File: config.mk
export PLATFORM = sky130hd
export DESIGN_NAME = ivs_top
export DESIGN_NICKNAME = d
export VERILOG_FILES = /design/src/ivs_top.v
export VERILOG_INCLUDE_DIRS = /design/src
export SDC_FILE = /design/constraint.sdc
export NUM_CORES = 1
export LEC_CHECK = 0
export BUFFER_PORTS_ARGS = -buffer_cell sky130_fd_sc_hd__buf_2
export CORE_MARGIN = 2
export CORE_UTILIZATION = 23
export CTS_BUF_LIST = sky130_fd_sc_hd__clkbuf_4 sky130_fd_sc_hd__clkbuf_8 sky130_fd_sc_hd__clkbuf_16
export DETAILED_ROUTE_END_ITERATION = 16
export PLACE_DENSITY = 0.42
export SYNTH_ARGS = -nofsm -noshare
export SYNTH_HDL_FRONTEND = slang
export SYNTH_SLANG_ARGS = --single-unit
File: constraint.sdc
create_clock -name ref_clk_i -period 2.6 [get_ports ref_clk_i]
set_input_delay 0.52 -clock ref_clk_i [delete_from_list [all_inputs] [get_ports ref_clk_i]]
set_output_delay 0.52 -clock ref_clk_i [all_outputs]
set_load 0.02 [all_outputs]
File: src/ivs_defines.vh
/*
 vector addresses, stacking offsets, priority-select codes and reset values
 for the interrupt vectoring and stacking block. assumes 8-bit data, 16-bit
 addresses.
*/
`ifndef IVS_DEFINES_VH
`define IVS_DEFINES_VH

`define IVS_VEC_RESET   16'hfffe
`define IVS_VEC_CLKMON  16'hfffc
`define IVS_VEC_WDOG    16'hfffa
`define IVS_VEC_ILLOP   16'hfff8
`define IVS_VEC_SWTRAP  16'hfff6
`define IVS_VEC_NMIPIN  16'hfff4
`define IVS_VEC_IRQPIN  16'hfff2
`define IVS_VEC_RTI     16'hfff0
`define IVS_VEC_CAP1    16'hffee
`define IVS_VEC_CAP2    16'hffec
`define IVS_VEC_CAP3    16'hffea
`define IVS_VEC_CMP1    16'hffe8
`define IVS_VEC_CMP2    16'hffe6
`define IVS_VEC_CMP3    16'hffe4
`define IVS_VEC_CMP4    16'hffe2
`define IVS_VEC_C4C5    16'hffe0
`define IVS_VEC_T1OVF   16'hffde
`define IVS_VEC_PAOVF   16'hffdc
`define IVS_VEC_PAEDGE  16'hffda
`define IVS_VEC_SYNC    16'hffd8
`define IVS_VEC_SER     16'hffd6
`define IVS_VEC_T2CMP   16'hffd4
`define IVS_VEC_T2C4    16'hffd2
`define IVS_VEC_T2OVF   16'hffd0
`define IVS_VEC_T3CC    16'hffce
`define IVS_VEC_T3OVF   16'hffcc

// number of maskable vector groups, and stacked bytes
`define IVS_NMASK       5'h12
`define IVS_NSTACK      4'h9
`define IVS_CC_OFFSET   16'h0008

// priority-select reset value: external level request on top
`define IVS_PSEL_RST    5'h06

// condition code bit positions
`define IVS_CC_X        6
`define IVS_CC_I        4
`define IVS_CC_RST      8'hd0

`endif

File: src/ivs_top.v
/*
 interrupt recognition, priority resolution, register stacking and vector
 fetch for an 8-bit cpu. assumes the cpu core presents its registers,
 raises insn_done_i at each instruction boundary, accepts one memory write or
 read per cycle with read data in the cycle after the strobe, and that
 peripherals hold their flags until software clears them.
*/
`timescale 1ns/1ps
`include "ivs_defines.vh"

module ivs_top (
	// clock and reset
	input  wire        ref_clk_i,
	input  wire        nrst_i,
	// reset-class and nonmaskable sources
	input  wire        wdog_fail_i,
	input  wire        watchdog_disable_i,
	input  wire        clkmon_fail_i,
	input  wire        clock_monitor_enable_i,
	input  wire        nonmaskable_pin_request_n_i,
	input  wire        illegal_op_i,
	input  wire        software_trap_i,
	// maskable flags and local enables
	input  wire        irq_pin_n_i,
	input  wire        periodic_flag_i,
	input  wire        periodic_irq_enable_i,
	input  wire [3:0]  cap_flag_i,
	input  wire        cap1_irq_enable_i,
	input  wire        cap2_irq_enable_i,
	input  wire        cap3_irq_enable_i,
	input  wire        cap4_cmp5_irq_enable_i,
	input  wire [3:0]  cmp_flag_i,
	input  wire        cmp1_irq_enable_i,
	input  wire        cmp2_irq_enable_i,
	input  wire        cmp3_irq_enable_i,
	input  wire        cmp4_irq_enable_i,
	input  wire        t1_ovf_flag_i,
	input  wire        t1_overflow_enable_i,
	input  wire [2:0]  t2_cmp_flag_i,
	input  wire [2:0]  t2_cmp_enable_i,
	input  wire        t2_c4_flag_i,
	input  wire        t2_chan4_irq_enable_i,
	input  wire        t2_ovf_flag_i,
	input  wire        t2_overflow_enable_i,
	input  wire [3:0]  t3_cc_flag_i,
	input  wire [3:0]  t3_cc_enable_i,
	input  wire        t3_ovf_flag_i,
	input  wire        t3_overflow_enable_i,
	input  wire        pa_ovf_flag_i,
	input  wire        pulse_ovf_irq_enable_i,
	input  wire        pa_edge_flag_i,
	input  wire        pulse_edge_irq_enable_i,
	input  wire        sync_done_flag_i,
	input  wire        sync_serial_irq_enable_i,
	input  wire        rx_full_flag_i,
	input  wire        rx_overrun_flag_i,
	input  wire        rx_irq_enable_i,
	input  wire        tx_empty_flag_i,
	input  wire        tx_empty_irq_enable_i,
	input  wire        tx_done_flag_i,
	input  wire        tx_done_irq_enable_i,
	input  wire        idle_line_flag_i,
	input  wire        idle_line_irq_enable_i,
	// serial clear sequence observation
	input  wire        ser_status_rd_i,
	input  wire        ser_data_rd_i,
	output reg         rx_full_clear_o,
	// priority select port
	input  wire [4:0]  psel_wdata_i,
	input  wire        psel_wr_i,
	output reg  [4:0]  psel_o,
	// cpu register file and instruction flow
	input  wire        insn_done_i,
	input  wire        rti_i,
	input  wire        cc_wr_i,
	input  wire [7:0]  cc_wdata_i,
	input  wire [15:0] sp_i,
	input  wire [15:0] pc_i,
	input  wire [15:0] y_index_i,
	input  wire [15:0] x_index_i,
	input  wire [7:0]  accumulator_a_i,
	input  wire [7:0]  accumulator_b_i,
	output reg  [7:0]  condition_codes_o,
	// memory port
	output reg  [15:0] mem_addr_o,
	output reg  [7:0]  mem_wdata_o,
	output reg         mem_wr_o,
	output reg         mem_rd_o,
	input  wire [7:0]  mem_rdata_i,
	// results to cpu
	output wire        cpu_hold_o,
	output reg         pc_load_o,
	output reg  [15:0] pc_new_o,
	output reg  [15:0] sp_new_o,
	output reg  [15:0] y_restore_o,
	output reg  [15:0] x_restore_o,
	output reg  [7:0]  a_restore_o,
	output reg  [7:0]  b_restore_o,
	output reg         regs_restore_o
);

	localparam ST_IDLE  = 3'h0;
	localparam ST_STACK = 3'h1;
	localparam ST_VHI   = 3'h2;
	localparam ST_VLO   = 3'h3;
	localparam ST_VEND  = 3'h4;
	localparam ST_PULL  = 3'h5;
	localparam ST_PEND  = 3'h6;
	localparam ST_VCAP  = 3'h7;

	reg  [2:0]  state_ff;
	reg  [3:0]  cnt_ff;
	reg  [15:0] vec_ff;
	reg         is_nmi_ff;
	reg  [15:0] sp_ff;
	reg  [7:0]  vhi_ff;
	reg         rx_armed_ff;
	reg  [63:0] pull_ff;

	// maskable group requests, index 0 is highest default priority
	wire [17:0] grp_req;
	wire [15:0] grp_vec [0:17];

	assign grp_req[0]  = ~irq_pin_n_i;
	assign grp_req[1]  = periodic_flag_i & periodic_irq_enable_i;
	assign grp_req[2]  = cap_flag_i[0] & cap1_irq_enable_i;
	assign grp_req[3]  = cap_flag_i[1] & cap2_irq_enable_i;
	assign grp_req[4]  = cap_flag_i[2] & cap3_irq_enable_i;
	assign grp_req[5]  = cmp_flag_i[0] & cmp1_irq_enable_i;
	assign grp_req[6]  = cmp_flag_i[1] & cmp2_irq_enable_i;
	assign grp_req[7]  = cmp_flag_i[2] & cmp3_irq_enable_i;
	assign grp_req[8]  = cmp_flag_i[3] & cmp4_irq_enable_i;
	assign grp_req[9]  = cap_flag_i[3] & cap4_cmp5_irq_enable_i;
	assign grp_req[10] = |(t2_cmp_flag_i & t2_cmp_enable_i);
	assign grp_req[11] = t2_c4_flag_i & t2_chan4_irq_enable_i;
	assign grp_req[12] = t1_ovf_flag_i & t1_overflow_enable_i;
	assign grp_req[13] = t2_ovf_flag_i & t2_overflow_enable_i;
	assign grp_req[14] = pa_ovf_flag_i & pulse_ovf_irq_enable_i;
	assign grp_req[15] = pa_edge_flag_i & pulse_edge_irq_enable_i;
	// third timer: four channels on one vector, overflow on its own
	assign grp_req[16] = (|(t3_cc_flag_i & t3_cc_enable_i)) |
		(t3_ovf_flag_i & t3_overflow_enable_i);
	assign grp_req[17] = (sync_done_flag_i & sync_serial_irq_enable_i) |
		((rx_full_flag_i | rx_overrun_flag_i) & rx_irq_enable_i) |
		(tx_empty_flag_i & tx_empty_irq_enable_i) |
		(tx_done_flag_i & tx_done_irq_enable_i) |
		(idle_line_flag_i & idle_line_irq_enable_i);

	wire t3_cc_req  = |(t3_cc_flag_i & t3_cc_enable_i);
	wire sync_req   = sync_done_flag_i & sync_serial_irq_enable_i;

	assign grp_vec[0]  = `IVS_VEC_IRQPIN;
	assign grp_vec[1]  = `IVS_VEC_RTI;
	assign grp_vec[2]  = `IVS_VEC_CAP1;
	assign grp_vec[3]  = `IVS_VEC_CAP2;
	assign grp_vec[4]  = `IVS_VEC_CAP3;
	assign grp_vec[5]  = `IVS_VEC_CMP1;
	assign grp_vec[6]  = `IVS_VEC_CMP2;
	assign grp_vec[7]  = `IVS_VEC_CMP3;
	assign grp_vec[8]  = `IVS_VEC_CMP4;
	assign grp_vec[9]  = `IVS_VEC_C4C5;
	assign grp_vec[10] = `IVS_VEC_T2CMP;
	assign grp_vec[11] = `IVS_VEC_T2C4;
	assign grp_vec[12] = `IVS_VEC_T1OVF;
	assign grp_vec[13] = `IVS_VEC_T2OVF;
	assign grp_vec[14] = `IVS_VEC_PAOVF;
	assign grp_vec[15] = `IVS_VEC_PAEDGE;
	assign grp_vec[16] = t3_cc_req ? `IVS_VEC_T3CC : `IVS_VEC_T3OVF;
	assign grp_vec[17] = sync_req ? `IVS_VEC_SYNC : `IVS_VEC_SER;

	// priority-select codes matching each group
	localparam [89:0] GRP_CODES = {5'h14, 5'h18, 5'h12, 5'h11, 5'h17, 5'h10, 5'h16, 5'h15, 5'h0f,
		5'h0e, 5'h0d, 5'h0c, 5'h0b, 5'h0a, 5'h09, 5'h08, 5'h07, 5'h06};

	// promoted group; reserved codes fall back to the level pin
	reg  [17:0] promo;
	reg  [15:0] mask_vec;
	reg         mask_any;
	integer     k;
	always @* begin
		promo = 18'h00000;
		for (k = 0; k < 18; k = k + 1) begin
			if (GRP_CODES[k*5 +: 5] == psel_o)
				promo[k] = 1'b1;
		end
		if (psel_o == 5'h19)
			promo[16] = 1'b1;
		if (psel_o == 5'h13)
			promo[17] = 1'b1;
		if (promo == 18'h00000)
			promo[0] = 1'b1;
		mask_any = |grp_req;
		mask_vec = `IVS_VEC_IRQPIN;
		for (k = 17; k >= 0; k = k - 1) begin
			if (grp_req[k])
				mask_vec = grp_vec[k];
		end
		// promotion changes only the order, never the vector
		for (k = 0; k < 18; k = k + 1) begin
			if (promo[k] && grp_req[k])
				mask_vec = grp_vec[k];
		end
	end

	wire i_mask   = condition_codes_o[`IVS_CC_I];
	wire x_mask   = condition_codes_o[`IVS_CC_X];
	wire nmi_req  = ~nonmaskable_pin_request_n_i & ~x_mask;
	wire wdog_req = wdog_fail_i & ~watchdog_disable_i;
	wire cm_req   = clkmon_fail_i & clock_monitor_enable_i;
	wire mrec     = mask_any & ~i_mask;

	// fixed encoder, reset-class first, then unblocked traps
	reg  [15:0] sel_vec;
	reg         sel_any;
	always @* begin
		sel_any = 1'b1;
		if (cm_req)
			sel_vec = `IVS_VEC_CLKMON;
		else if (wdog_req)
			sel_vec = `IVS_VEC_WDOG;
		else if (nmi_req)
			sel_vec = `IVS_VEC_NMIPIN;
		else if (illegal_op_i)
			sel_vec = `IVS_VEC_ILLOP;
		else if (software_trap_i)
			sel_vec = `IVS_VEC_SWTRAP;
		else if (mrec)
			sel_vec = mask_vec;
		else begin
			sel_vec = `IVS_VEC_RESET;
			sel_any = 1'b0;
		end
	end

	// stacking byte sequence
	reg [7:0] push_byte;
	always @* begin
		case (cnt_ff)
			4'h0: push_byte = pc_i[7:0];
			4'h1: push_byte = pc_i[15:8];
			4'h2: push_byte = y_index_i[7:0];
			4'h3: push_byte = y_index_i[15:8];
			4'h4: push_byte = x_index_i[7:0];
			4'h5: push_byte = x_index_i[15:8];
			4'h6: push_byte = accumulator_a_i;
			4'h7: push_byte = accumulator_b_i;
			default: push_byte = condition_codes_o;
		endcase
	end

	assign cpu_hold_o = (state_ff != ST_IDLE);

	always @(posedge ref_clk_i or negedge nrst_i) begin
		if (!nrst_i) begin
			state_ff          <= ST_IDLE;
			cnt_ff            <= 4'h0;
			vec_ff            <= 16'h0000;
			is_nmi_ff         <= 1'b0;
			sp_ff             <= 16'h0000;
			vhi_ff            <= 8'h00;
			rx_armed_ff       <= 1'b0;
			rx_full_clear_o   <= 1'b0;
			pull_ff           <= 64'h0;
			psel_o            <= `IVS_PSEL_RST;
			condition_codes_o <= `IVS_CC_RST;
			mem_addr_o        <= 16'h0000;
			mem_wdata_o       <= 8'h00;
			mem_wr_o          <= 1'b0;
			mem_rd_o          <= 1'b0;
			pc_load_o         <= 1'b0;
			pc_new_o          <= 16'h0000;
			sp_new_o          <= 16'h0000;
			y_restore_o       <= 16'h0000;
			x_restore_o       <= 16'h0000;
			a_restore_o       <= 8'h00;
			b_restore_o       <= 8'h00;
			regs_restore_o    <= 1'b0;
		end else begin
			mem_wr_o       <= 1'b0;
			mem_rd_o       <= 1'b0;
			pc_load_o      <= 1'b0;
			regs_restore_o <= 1'b0;
			rx_full_clear_o <= 1'b0;
			// clear sequence: status read with flag set arms, data read clears
			if (ser_status_rd_i)
				rx_armed_ff <= rx_full_flag_i;
			else if (ser_data_rd_i && rx_armed_ff) begin
				rx_full_clear_o <= 1'b1;
				rx_armed_ff     <= 1'b0;
			end
			// writes only while maskable interrupts are held off
			if (psel_wr_i && i_mask)
				psel_o <= psel_wdata_i;
			if (cc_wr_i && state_ff == ST_IDLE) begin
				// X may go from set to clear, never back from a write
				condition_codes_o <= (cc_wdata_i & 8'hbf) |
					{1'b0, x_mask & cc_wdata_i[`IVS_CC_X], 6'h00};
			end
			case (state_ff)
				ST_IDLE: begin
					cnt_ff <= 4'h0;
					sp_ff  <= sp_i;
					if (rti_i) begin
						state_ff <= ST_PULL;
					end else if (insn_done_i && sel_any) begin
						state_ff  <= ST_STACK;
						vec_ff    <= sel_vec;
						is_nmi_ff <= nmi_req & ~cm_req & ~wdog_req;
					end
				end
				ST_STACK: begin
					mem_wr_o    <= 1'b1;
					mem_addr_o  <= sp_ff - {12'h000, cnt_ff};
					mem_wdata_o <= push_byte;
					if (cnt_ff == `IVS_NSTACK - 4'h1) begin
						condition_codes_o[`IVS_CC_I] <= 1'b1;
						if (is_nmi_ff)
							condition_codes_o[`IVS_CC_X] <= 1'b1;
						state_ff <= ST_VHI;
					end
					cnt_ff <= cnt_ff + 4'h1;
				end
				ST_VHI: begin
					mem_rd_o   <= 1'b1;
					mem_addr_o <= vec_ff;
					state_ff   <= ST_VLO;
				end
				ST_VLO: begin
					mem_rd_o   <= 1'b1;
					mem_addr_o <= vec_ff + 16'h0001;
					state_ff   <= ST_VCAP;
				end
				ST_VCAP: begin
					// read data lag the strobe by one cycle
					vhi_ff   <= mem_rdata_i;
					state_ff <= ST_VEND;
				end
				ST_VEND: begin
					pc_load_o <= 1'b1;
					pc_new_o  <= {vhi_ff, mem_rdata_i};
					sp_new_o  <= sp_ff - `IVS_CC_OFFSET - 16'h0001;
					state_ff  <= ST_IDLE;
				end
				ST_PULL: begin
					// read sp+1 .. sp+9; the first sample is stale and drops out
					if (cnt_ff != 4'h0)
						pull_ff <= {pull_ff[55:0], mem_rdata_i};
					if (cnt_ff == `IVS_NSTACK) begin
						state_ff <= ST_PEND;
					end else begin
						mem_rd_o   <= 1'b1;
						mem_addr_o <= sp_ff + {12'h000, cnt_ff} + 16'h0001;
					end
					cnt_ff <= cnt_ff + 4'h1;
				end
				ST_PEND: begin
					condition_codes_o <= pull_ff[63:56];
					b_restore_o       <= pull_ff[55:48];
					a_restore_o       <= pull_ff[47:40];
					x_restore_o       <= pull_ff[39:24];
					y_restore_o       <= pull_ff[23:8];
					pc_new_o          <= {pull_ff[7:0], mem_rdata_i};
					sp_new_o          <= sp_ff + {12'h000, `IVS_NSTACK};
					regs_restore_o    <= 1'b1;
					pc_load_o         <= 1'b1;
					state_ff          <= ST_IDLE;
				end
				default: state_ff <= ST_IDLE;
			endcase
		end
	end

endmodule

==> results.toml, run 1 <==
[setup_path]
critical-path-slowest-cell = "dfrtp_1"
max_stage_delay_ns = 0.44
regToRegSetupSlack_ns = 0.15
worst_r2r_startpoint = "cnt_ff[2]$_DFFE_PN0P_"
timing.critical_path.max_delay_family = "compound AO/OA/AOI/OAI gates"
timing.reg2reg.worst_path_depth = 9
worstSetupStartpointType = "register"
critPathCaptureType = "register"
cp.buffers_inverters = 2
path_cells = "clkinv_1, ha_1, buf_4, o21ai_1, a21oi_1, nor3_1, nand3_1, xnor2_1, o221a_2"
r2r-end = "mem_addr_o[13]$_DFFE_PN0P_"
crit_required_ns = 3.03
path_max_fanout = 6
critPathArrivalTime_ns = 2.88
crit_type = "reg -> reg"

[grt]
grt-ovfl-total = 0
initial_antenna_violation_count = 7
grt_first_pass_wirelength_um = 60800
grt_pass1_vias = 10233
pin_count_of_the_biggest_net_entering_global_routing = 82
grtUsageTotal_pct = 15.2

[clock_tree]
cts_max_path_buffers = 3
postCtsSetupBuffers = 0
cts-htree-levels = 1
insertion_delay_ns = 0.55
cts_sinks = 225
cts_tree = "built"
cts_root_buf = "clkbuf_16"
clkTransAtPathRegs_ns = 0.06
total_clock_buffers_created_by_cts = 28

[detailed_routing]
wl_met2_um = 18300
drc = 0
route.detailed.wl_per_inst_um = 18.1
detail_route.first_pass.iterations = 5
ant_nets = 0
routed.top_layer = "met5"
drt-met1-wl_um = 17800
vias_per_cell = 4.60
routed_wirelength_um = 40000
routed-wl-met3_um = 3090
first_iter_violations = 527
via_count = 10155

[synthesis]
synth.top_cells.by_count = "nand2_1 (311), dfrtp_1 (220), mux2_2 (74)"
area_share_of_fa_ha_maj_cells_after_synthesis_pct = 1.89
syn-cell-area_um2 = 11400
synthFlopType = "dfrtp_1"
synth_nets = 1381
synth_cells = 1193
ys_ff_latch = 225
synthesis.area_per_instance_um2 = 9.56
post-synth-top-area-fraction_pct = 48.3
synth_enable_flop_cells = 0
synth.yosys.warnings = 0
share_of_flip_flops_with_an_asynchronous_set_or_reset_pct = 100
synth_top_family_by_area = "simple AND/OR/NAND/NOR gates"
netlist.top_cell.by_area = "dfrtp_1"
synth_compound_area_share_pct = 14.2
netlist_top_cells_area = "dfrtp_1 (48%), nand2_1 (10%), mux2_2 (7.3%)"
synthMostInstantiatedCell = "nand2_1"
synth_xor_area_share_pct = 2.38
synth_simple_gate_area_share_pct = 18.3
synth.distinct_cells = 72
yosysSeqAreaShare_pct = 49.4
synth_mux_area_share_pct = 10.8

[place]
dpl.hpwl_um = 30100
placed_cells_incl_taps = 2153
dp_slack_ns = 0.0627
gp_congestion = 0.909
port_buffers = 294

[sta]
finalClockSkew_ns = 0.0160
post-route-period-util_pct = 94.1
crit_path_setup_slack_layout_ns = 0.153
relSlewSlack_pct = 54.1
timing.final.crit_period_ns = 2.45
worst_slew_pin_slew_ns = 0.688
setup_viol = 0
max_freq_mhz = 409
slew_violations = 0
timing.final.hold_violations = 0

[die]
die_area_um2 = 51400
die_width_um = 227
core_um2 = 49000
initial_standard_cell_utilization_of_the_core_pct = 23.3
chipHeight_um = 227
rows = 81
pin_count = 295

[power_and_ir_drop]
total_switching_power_w = 0.00837
switching_share_pct = 41.7
pwr-share-seq_pct = 32.6
p_clk_share_pct = 20.5
cell_internal_pwr_w = 0.0117
p_comb_share_pct = 46.9
power_leakage_nw = 7.14
max-vdd-ir-drop_mv = 0.550
power_density_nw_per_um2 = 1330

[cells_and_area]
drive_gt1_share_pct = 33.6
nFillCells = 5201
flow.area_growth_from_synthesis_pct = 32.3
final_net_count = 1708
layoutNonFillerInstCount = 2207

[status]
run_status = "finished, final reports clean"

[worst_hold_path]
holdCritStartpoint = "ser_status_rd_i"
timing.hold.worst.class = "in -> reg"
worst_hold_depth = 2
whs_endpoint = "rx_full_clear_o$_DFF_PN0_"

[flow_run]
drv_cap = 0
## registers in the layout, summed over array words and instances, names as in the netlist, 3 cells and up
register           cells
psel_o                 5
pull_ff               64
cnt_ff                 4
vhi_ff                 8
condition_codes_o      8
a_restore_o            8
y_restore_o           16
b_restore_o            8
vec_ff                 6
mem_addr_o            16
mem_wdata_o            8
x_restore_o           16
sp_new_o              16
state_ff               3
pc_new_o              16
sp_ff                 16
## cells by family after synthesis
logic type               after synthesis
flip-flops                           225
AO/OA/AOI/OAI                        244
buffers and inverters                 88
adder cells (fa/ha/maj)               16
XOR/XNOR                              31
multiplexers                         111
AND/OR/NAND/NOR                      478
## cells in the final DEF, fill, tap and decap left out, types with 14 or more instances in the layout
master / n
clkbuf_16: 28
mux2_2: 74
xnor2_1: 15
xor2_1: 16
a21oi_1: 35
nor2_1: 47
o21ai_0: 53
a221oi_1: 15
o21ai_1: 34
buf_4: 66
mux2i_1: 16
nand3_1: 24
a22oi_1: 18
buf_2: 293
mux2_1: 21
ha_1: 14
nor3_1: 17
dfrtp_1: 220
nand2_1: 311
## through the flow
| stage | hold slack (ns) | total power (W) | instance area, um^2 | util, % | TNS (ns) |
|---|---|---|---|---|---|
| 6_report | 0.152 | 0.0201 | 15100 | 30.8 | 0 |
| 3_3_place_gp | 0.456 | 0.0161 | 14100 | 28.7 | 0 |
| 2_1_floorplan | 0.224 | 0.0123 | 11400 | - | 0 |
| 4_1_cts | 0.124 | 0.0204 | 15100 | 30.8 | 0 |
| 5_1_grt | 0.138 | 0.0216 | 15100 | 30.8 | -0.00963 |
| 3_5_place_dp | 0.461 | 0.0161 | 14100 | 28.7 | 0 |
## power by group through the flow
stage / Combinational (W) / Sequential [W] / Clock, W
floorplan: 0.00537 / 0.00688 / 0
global placement: 0.00948 / 0.00660 / 0
detailed placement: 0.00948 / 0.00663 / 0
CTS: 0.00953 / 0.00659 / 0.00428
global route: 0.0104 / 0.00679 / 0.00442
finish: 0.00941 / 0.00654 / 0.00412
## per-layer routing
layer	vias up	track usage (%)
li1	4872	-
met1	4922	20.0
met2	298	24.8
met3	51	4.12
met4	12	3.31
met5	-	0
## worst max path at each step
stage / from / end / slack (ns) / depth (start not counted)
4_1_cts: cnt_ff[1]$_DFFE_PN0P_ / mem_wdata_o[3]$_DFFE_PN0P_ / 0.03 / 9
2_1_floorplan: cnt_ff[1]$_DFFE_PN0P_ / mem_addr_o[15]$_DFFE_PN0P_ / 0.18 / 9
3_5_place_dp: cnt_ff[1]$_DFFE_PN0P_ / mem_wdata_o[3]$_DFFE_PN0P_ / 0.06 / 9
3_3_place_gp: cnt_ff[1]$_DFFE_PN0P_ / mem_wdata_o[3]$_DFFE_PN0P_ / 0.02 / 9
6_report: cnt_ff[2]$_DFFE_PN0P_ / mem_addr_o[13]$_DFFE_PN0P_ / 0.15 / 9
5_1_grt: cnt_ff[2]$_DFFE_PN0P_ / mem_addr_o[13]$_DFFE_PN0P_ / -0.009 / 9
## cell type report
cell class | count | area, um^2 | share of cell area, %
antenna | 1 | 2.50 | 0.0166
clock buffer | 40 | 835 | 5.53
clock inverter | 12 | 158 | 1.04
inverter | 19 | 71.3 | 0.472
multi-input combinational | 880 | 5470 | 36.3
sequential | 225 | 5640 | 37.3
tap | 664 | 831 | 5.50
timing repair buffer | 366 | 2090 | 13.8
## timing repair
item / 4_1_cts / 5_1_grt
endpoints found under the setup margin: 0 / 7
endpoints found under the hold margin: 51 / 0
hold buffers: 1 / 0
gates resized for setup: 0 / 6
No activity file was read; power rests on OpenSTA's default activity.
==> run 2, diff against run 1 <==
--- a/config.mk
+++ b/config.mk
@@ -12,6 +12,7 @@
 export CTS_BUF_LIST = sky130_fd_sc_hd__clkbuf_4 sky130_fd_sc_hd__clkbuf_8 sky130_fd_sc_hd__clkbuf_16
 export DETAILED_ROUTE_END_ITERATION = 16
 export PLACE_DENSITY = 0.42
+export REMOVE_ABC_BUFFERS = 1
 export SYNTH_ARGS = -nofsm -noshare
 export SYNTH_HDL_FRONTEND = slang
 export SYNTH_SLANG_ARGS = --single-unit
==> run 2 against run 1 <==
  * Combinational power up 2.4%
  * Register-to-register slack better by 0.03 ns
  * Final area about the same
  * Total power up 0.33%
  * Clock power about the same
  * Wire length up 2.0%
  * Setup slack better by 0.033 ns
  * Die area unchanged
  * Global-route usage up 0.45 points
==> results.toml, run 2 (synthesized netlist as in run 1, its figures left out) <==
[status]
run_status = "finished, final reports clean"

[cells_and_area]
layout_commonest_cell = "nand2_1"
largest_reg_flops = 64
final_net_count = 1711
postLayoutCellArea_um2 = 15100
nFillCells = 5215
drive_gt1_share_pct = 33.5
most_used_cells_in_the_layout_excluding_fill_and_tap_cells = "nand2_1 (311), buf_2 (293), dfrtp_1 (220), mux2_2 (74), buf_4 (67)"
flow.area_growth_from_synthesis_pct = 32.4
registers.top_by_ff_count = "pull_ff"

[place]
port_buffers = 294
dpl.hpwl_um = 30400
gp_congestion = 0.834
placed_cell_area_um2 = 14100

[power_and_ir_drop]
design_power_total_w = 0.0201
cell_internal_pwr_w = 0.0117
power_leakage_nw = 7.15
total_switching_power_w = 0.00845
p_comb_share_pct = 47.8
power_density_nw_per_um2 = 1330
pwr-share-seq_pct = 31.8
max-vdd-ir-drop_mv = 0.663
p_clk_share_pct = 20.4
switching_share_pct = 42.0

[flow_run]
drv_cap = 0

[clock_tree]
cts-htree-levels = 1
clkTransAtPathRegs_ns = 0.06
total_clock_buffers_created_by_cts = 29
cts_tree = "built"
cts_max_path_buffers = 3
postCtsSetupBuffers = 0
cts_sinks = 225
cts_root_buf = "clkbuf_16"
insertion_delay_ns = 0.57

[sta]
max_freq_mhz = 414
worst_slew_pin_slew_ns = 0.718
timing.final.crit_period_ns = 2.41
relSlewSlack_pct = 52.1
finalClockSkew_ns = 0.00890
hold_ws_ns = 0.127
setup_viol = 0
slew_violations = 0
setup_repair_after_global_routing_missed_its_margin = "false"
timing.final.hold_violations = 0
post-route-period-util_pct = 92.8

[worst_hold_path]
holdCritStartpoint = "ser_status_rd_i"
timing.hold.worst.class = "in -> reg"
whs_endpoint = "rx_full_clear_o$_DFF_PN0_"
worst_hold_depth = 2

[setup_path]
path_max_fanout = 19
worstSetupStartpoint = "psel_o[0]$_DFFE_PN0P_"
regToRegSetupSlack_ns = 0.19
worstSetupStartpointType = "register"
crit_type = "reg -> reg"
r2r-end = "vec_ff[1]$_DFFE_PN0P_"
timing.reg2reg.worst_path_depth = 6
critPathCaptureType = "register"
critPathArrivalTime_ns = 2.86
crit_required_ns = 3.05
worst_r2r_startpoint = "psel_o[0]$_DFFE_PN0P_"

[die]
die_width_um = 227
chipHeight_um = 227
core_um2 = 49000
initial_standard_cell_utilization_of_the_core_pct = 23.3
rows = 81
die_area_um2 = 51400
pin_count = 295

[detailed_routing]
route.detailed.wl_per_inst_um = 18.4
routed_wirelength_um = 40800
first_iter_violations = 548
ant_nets = 0
via_count = 10123
vias_per_cell = 4.58
drc = 0
detail_route.first_pass.iterations = 5

[grt]
grt-ovfl-total = 0
grtUsageTotal_pct = 15.7
grt_pass1_vias = 10302
grt_first_pass_wirelength_um = 61700
initial_antenna_violation_count = 4
pin_count_of_the_biggest_net_entering_global_routing = 70
run 2: changes by cell type in the layout (fill, tap and decap cells not counted), moves of 2 or more:
cell / before / now
a311oi_2: 2 / 0
clkinv_4: 3 / 0
diode_2: 1 / 3
a311oi_1: 3 / 5
run 2: through the flow:
step	std cells	setup slack [ns]	util (%)	setup TNS, ns
finish	2211	0.186	30.9	0
floorplan	1124	-1.47	-	-154.54
detailed placement	2155	0.0850	28.8	0
global route	2211	0.0504	30.9	0
CTS	2208	0.121	30.8	0
global placement	2155	0.158	28.8	0
run 2: how the worst max path moves through the flow:
stage	end	slack (ns)	cells after the start
4_1_cts	mem_addr_o[15]$_DFFE_PN0P_	0.12	9
2_1_floorplan	sp_new_o[11]$_DFFE_PN0P_	-1.47	7
5_1_grt	mem_addr_o[12]$_DFFE_PN0P_	0.05	8
3_3_place_gp	vec_ff[1]$_DFFE_PN0P_	0.16	7
6_report	vec_ff[1]$_DFFE_PN0P_	0.19	6
3_5_place_dp	vec_ff[1]$_DFFE_PN0P_	0.08	7
run 2: area by class of cell:
type / count / area (um^2) / share of cell area [%]
clock inverter: 10 / 118 / 0.779
tap: 664 / 831 / 5.50
multi-input combinational: 880 / 5460 / 36.1
inverter: 19 / 71.3 / 0.472
timing repair buffer: 368 / 2110 / 14.0
clock buffer: 42 / 867 / 5.74
antenna: 3 / 7.51 / 0.0497
sequential: 225 / 5640 / 37.3
run 2: what timing repair did:
item	in CTS	in global routing
gates resized for setup	0	3
hold endpoints to repair	62	0
hold buffers	1	0
endpoints found under the setup margin	0	3
run 2: critical path: stages (launching register included):
cell and delay, ns:
dfrtp_1 0.61, or3b_1 0.46, a21oi_1 0.39, a32oi_1 0.16, or3b_1 0.21, o2111ai_1 0.14, a221o_1 0.32
run 2: per-layer routing:
layer  global-route usage [%]  routed length (um)
met1                     20.9               18300
met2                     25.3               19300
met3                     4.04                2490
met4                     3.59                 681
met5                        0                  12
run 2: power groups by stage:
| stage | Clock [W] | Sequential, W | Combinational, W |
|---|---|---|---|
| after floorplan | 0 | 0.00722 | 0.00487 |
| after global placement | 0 | 0.00646 | 0.00969 |
| after detailed placement | 0 | 0.00647 | 0.00977 |
| after CTS | 0.00426 | 0.00642 | 0.00981 |
| after global routing | 0.00440 | 0.00664 | 0.0106 |
| final | 0.00411 | 0.00640 | 0.00964 |
==> run 3, diff against run 2 <==
--- a/config.mk
+++ b/config.mk
@@ -7,11 +7,13 @@
 export NUM_CORES = 1
 export LEC_CHECK = 0
 export BUFFER_PORTS_ARGS = -buffer_cell sky130_fd_sc_hd__buf_2
+export CELL_PAD_IN_SITES_DETAIL_PLACEMENT = 0
+export CELL_PAD_IN_SITES_GLOBAL_PLACEMENT = 1
 export CORE_MARGIN = 2
 export CORE_UTILIZATION = 23
 export CTS_BUF_LIST = sky130_fd_sc_hd__clkbuf_4 sky130_fd_sc_hd__clkbuf_8 sky130_fd_sc_hd__clkbuf_16
 export DETAILED_ROUTE_END_ITERATION = 16
-export PLACE_DENSITY = 0.42
+export PLACE_DENSITY_LB_ADDON = 0.1
 export REMOVE_ABC_BUFFERS = 1
 export SYNTH_ARGS = -nofsm -noshare
 export SYNTH_HDL_FRONTEND = slang
==> constraint.sdc (replaced) <==
create_clock -name ref_clk_i -period 1.95 [get_ports ref_clk_i]
set_input_delay 0.39 -clock ref_clk_i [delete_from_list [all_inputs] [get_ports ref_clk_i]]
set_output_delay 0.39 -clock ref_clk_i [all_outputs]
set_load 0.02 [all_outputs]
==> run 3 against run 2 <==
  * The flow now finishes with violations (setup timing)
  * Core utilization up 5.1 points
  * Critical path depth up 3
  * Global-route usage up 1.1 points
  * Register-to-register slack worse by 0.32 ns
  * Clock-buffer cell count up 1
  * Critical endpoint is now mem_addr_o[11]$_DFFE_PN0P_
==> results.toml, run 3 (synthesized netlist as in run 1, its figures left out) <==
[status]
run_status = "finished with violations"
failed_checks = "setup timing"

[cells_and_area]
drive_gt1_share_pct = 47.0
registers.top_by_ff_count = "pull_ff"
multiInputGateArea_um2 = 6290
most_used_cells_in_the_layout_excluding_fill_and_tap_cells = "nand2_1 (304), buf_2 (291), dfrtp_1 (217), buf_4 (188), mux2_2 (61)"
postLayoutCellArea_um2 = 17600
seqCellArea_um2 = 5640
nFillCells = 5096
flow.area_growth_from_synthesis_pct = 54.3
largest_reg_flops = 64
layout_utilization_pct = 35.9
layout_commonest_cell = "nand2_1"
final_net_count = 1888

[die]
pin_count = 295
die_width_um = 227
chipHeight_um = 227
rows = 81
die_area_um2 = 51400
core_um2 = 49000
initial_standard_cell_utilization_of_the_core_pct = 23.3

[clock_tree]
clkTransAtPathRegs_ns = 0.06
cts_sinks = 225
cts_root_buf = "clkbuf_16"
insertion_delay_ns = 0.57
cts_max_path_buffers = 3
cts-htree-levels = 1
total_clock_buffers_created_by_cts = 29
cts_tree = "built"

[sta]
worst_slew_pin_slew_ns = 0.570
crit_path_setup_slack_layout_ns = -0.133
relSlewSlack_pct = 62.0
slew_violations = 0
post-route-period-util_pct = 107
finalClockSkew_ns = 0.0163
timing.final.hold_violations = 0
max_freq_mhz = 480
setup_repair_after_global_routing_missed_its_margin = "true"
timing.final.crit_period_ns = 2.08
setup_viol = 16

[detailed_routing]
drc = 0
vias_per_cell = 4.52
first_iter_violations = 444
route.detailed.wl_per_inst_um = 18.3
detail_route.first_pass.iterations = 5
ant_nets = 0
routed_wirelength_um = 43700
via_count = 10768

[worst_hold_path]
holdCritStartpoint = "sp_i[7]"
worst_hold_depth = 3
timing.hold.worst.class = "in -> reg"
whs_endpoint = "sp_ff[7]$_DFFE_PN0N_"

[power_and_ir_drop]
power_density_nw_per_um2 = 1770
pwr-share-seq_pct = 27.0
p_comb_share_pct = 56.4
max-vdd-ir-drop_mv = 0.758
power_leakage_nw = 8.32
cell_internal_pwr_w = 0.0184
total_switching_power_w = 0.0127
p_clk_share_pct = 16.6
design_power_total_w = 0.0312
switching_share_pct = 40.8

[grt]
grt_pass1_vias = 11142
grtUsageTotal_pct = 16.8
initial_antenna_violation_count = 7
grt_first_pass_wirelength_um = 66200
pin_count_of_the_biggest_net_entering_global_routing = 64
grt-ovfl-total = 0

[setup_path]
critical-path-slowest-cell = "dfrtp_1"
timing.critical_path.max_delay_family = "compound AO/OA/AOI/OAI gates"
critPathArrivalTime_ns = 2.59
regToRegSetupSlack_ns = -0.13
critPathCaptureType = "register"
cp.buffers_inverters = 1
max_stage_delay_ns = 0.39
crit_type = "reg -> reg"
path_max_fanout = 5
worst-path-stages = 9
worst_r2r_startpoint = "cnt_ff[1]$_DFFE_PN0P_"
crit_required_ns = 2.45
path_cells = "inv_2, ha_4, o21ba_4, o311ai_4, nand3_4, nor2_2, xnor2_1, a221o_1, o21ai_1"
timing.reg2reg.worst_path_depth = 9
worstSetupStartpointType = "register"
r2r-end = "mem_addr_o[11]$_DFFE_PN0P_"

[place]
port_buffers = 294
placed_cell_area_um2 = 15200
dpl.hpwl_um = 32400
gp_congestion = 0.811

[flow_run]
drv_cap = 0
run 3: per-stage QoR:
step	hold WS, ns	cells	TNS [ns]	worst slack, ns
2_1_floorplan	0.0944	1124	-272.61	-2.12
3_3_place_gp	0.372	2286	-12.00	-0.398
3_5_place_dp	0.380	2286	-11.59	-0.415
4_1_cts	0.000611	2363	-2.36	-0.260
5_1_grt	0.0192	2384	-3.72	-0.238
6_report	0.0260	2384	-1.31	-0.133
run 3: how the worst max path moves through the flow:
stage	from	endpoint	slack (ns)
global placement	cnt_ff[1]$_DFFE_PN0P_	mem_addr_o[15]$_DFFE_PN0P_	-0.40
CTS	sp_ff[1]$_DFFE_PN0N_	mem_addr_o[15]$_DFFE_PN0P_	-0.26
floorplan	state_ff[1]$_DFFE_PN0P_	sp_new_o[11]$_DFFE_PN0P_	-2.12
detailed placement	cnt_ff[1]$_DFFE_PN0P_	mem_addr_o[15]$_DFFE_PN0P_	-0.41
global route	sp_ff[1]$_DFFE_PN0N_	mem_addr_o[8]$_DFFE_PN0P_	-0.24
finish	cnt_ff[1]$_DFFE_PN0P_	mem_addr_o[11]$_DFFE_PN0P_	-0.13
run 3: area by class of cell:
class / instances / area share (%)
clock inverters: 5 / 0.242
well taps: 664 / 4.72
clock buffers: 43 / 4.97
multi-input cells: 880 / 35.7
diodes: 3 / 0.0427
inverters: 19 / 0.455
flip-flops and latches: 225 / 32.1
repair buffers: 545 / 21.8
run 3: power by group through the flow:
stage               logic, W  registers (W)  clock network, W
floorplan            0.00644        0.00963                 0
global placement      0.0147        0.00840                 0
detailed placement    0.0147        0.00844                 0
CTS                   0.0167        0.00844           0.00540
global route          0.0192        0.00874           0.00557
finish                0.0176        0.00841           0.00518
run 3: worst min-delay path: stages:
cell and delay (ns):
buf_2 0.07, nand2_1 0.05, nand2_1 0.05
run 3: per-layer routing:
layer  part of all wire, %  up-vias  global-route usage (%)
met4                   2.5        8                    4.73
met2                    49      186                    28.5
met5                  0.13        -                       0
li1                      -     5238                       -
met1                    43     5274                    21.6
met3                   4.7       62                    3.41
run 3: timing repair:
action,4_1_cts,5_1_grt
endpoints found under the hold margin,44,0
resized for setup,115,117
hold buffers,8,0
buffers inserted,18,25
pin swaps,39,53
endpoints found under the setup margin,95,139
cloned,4,1
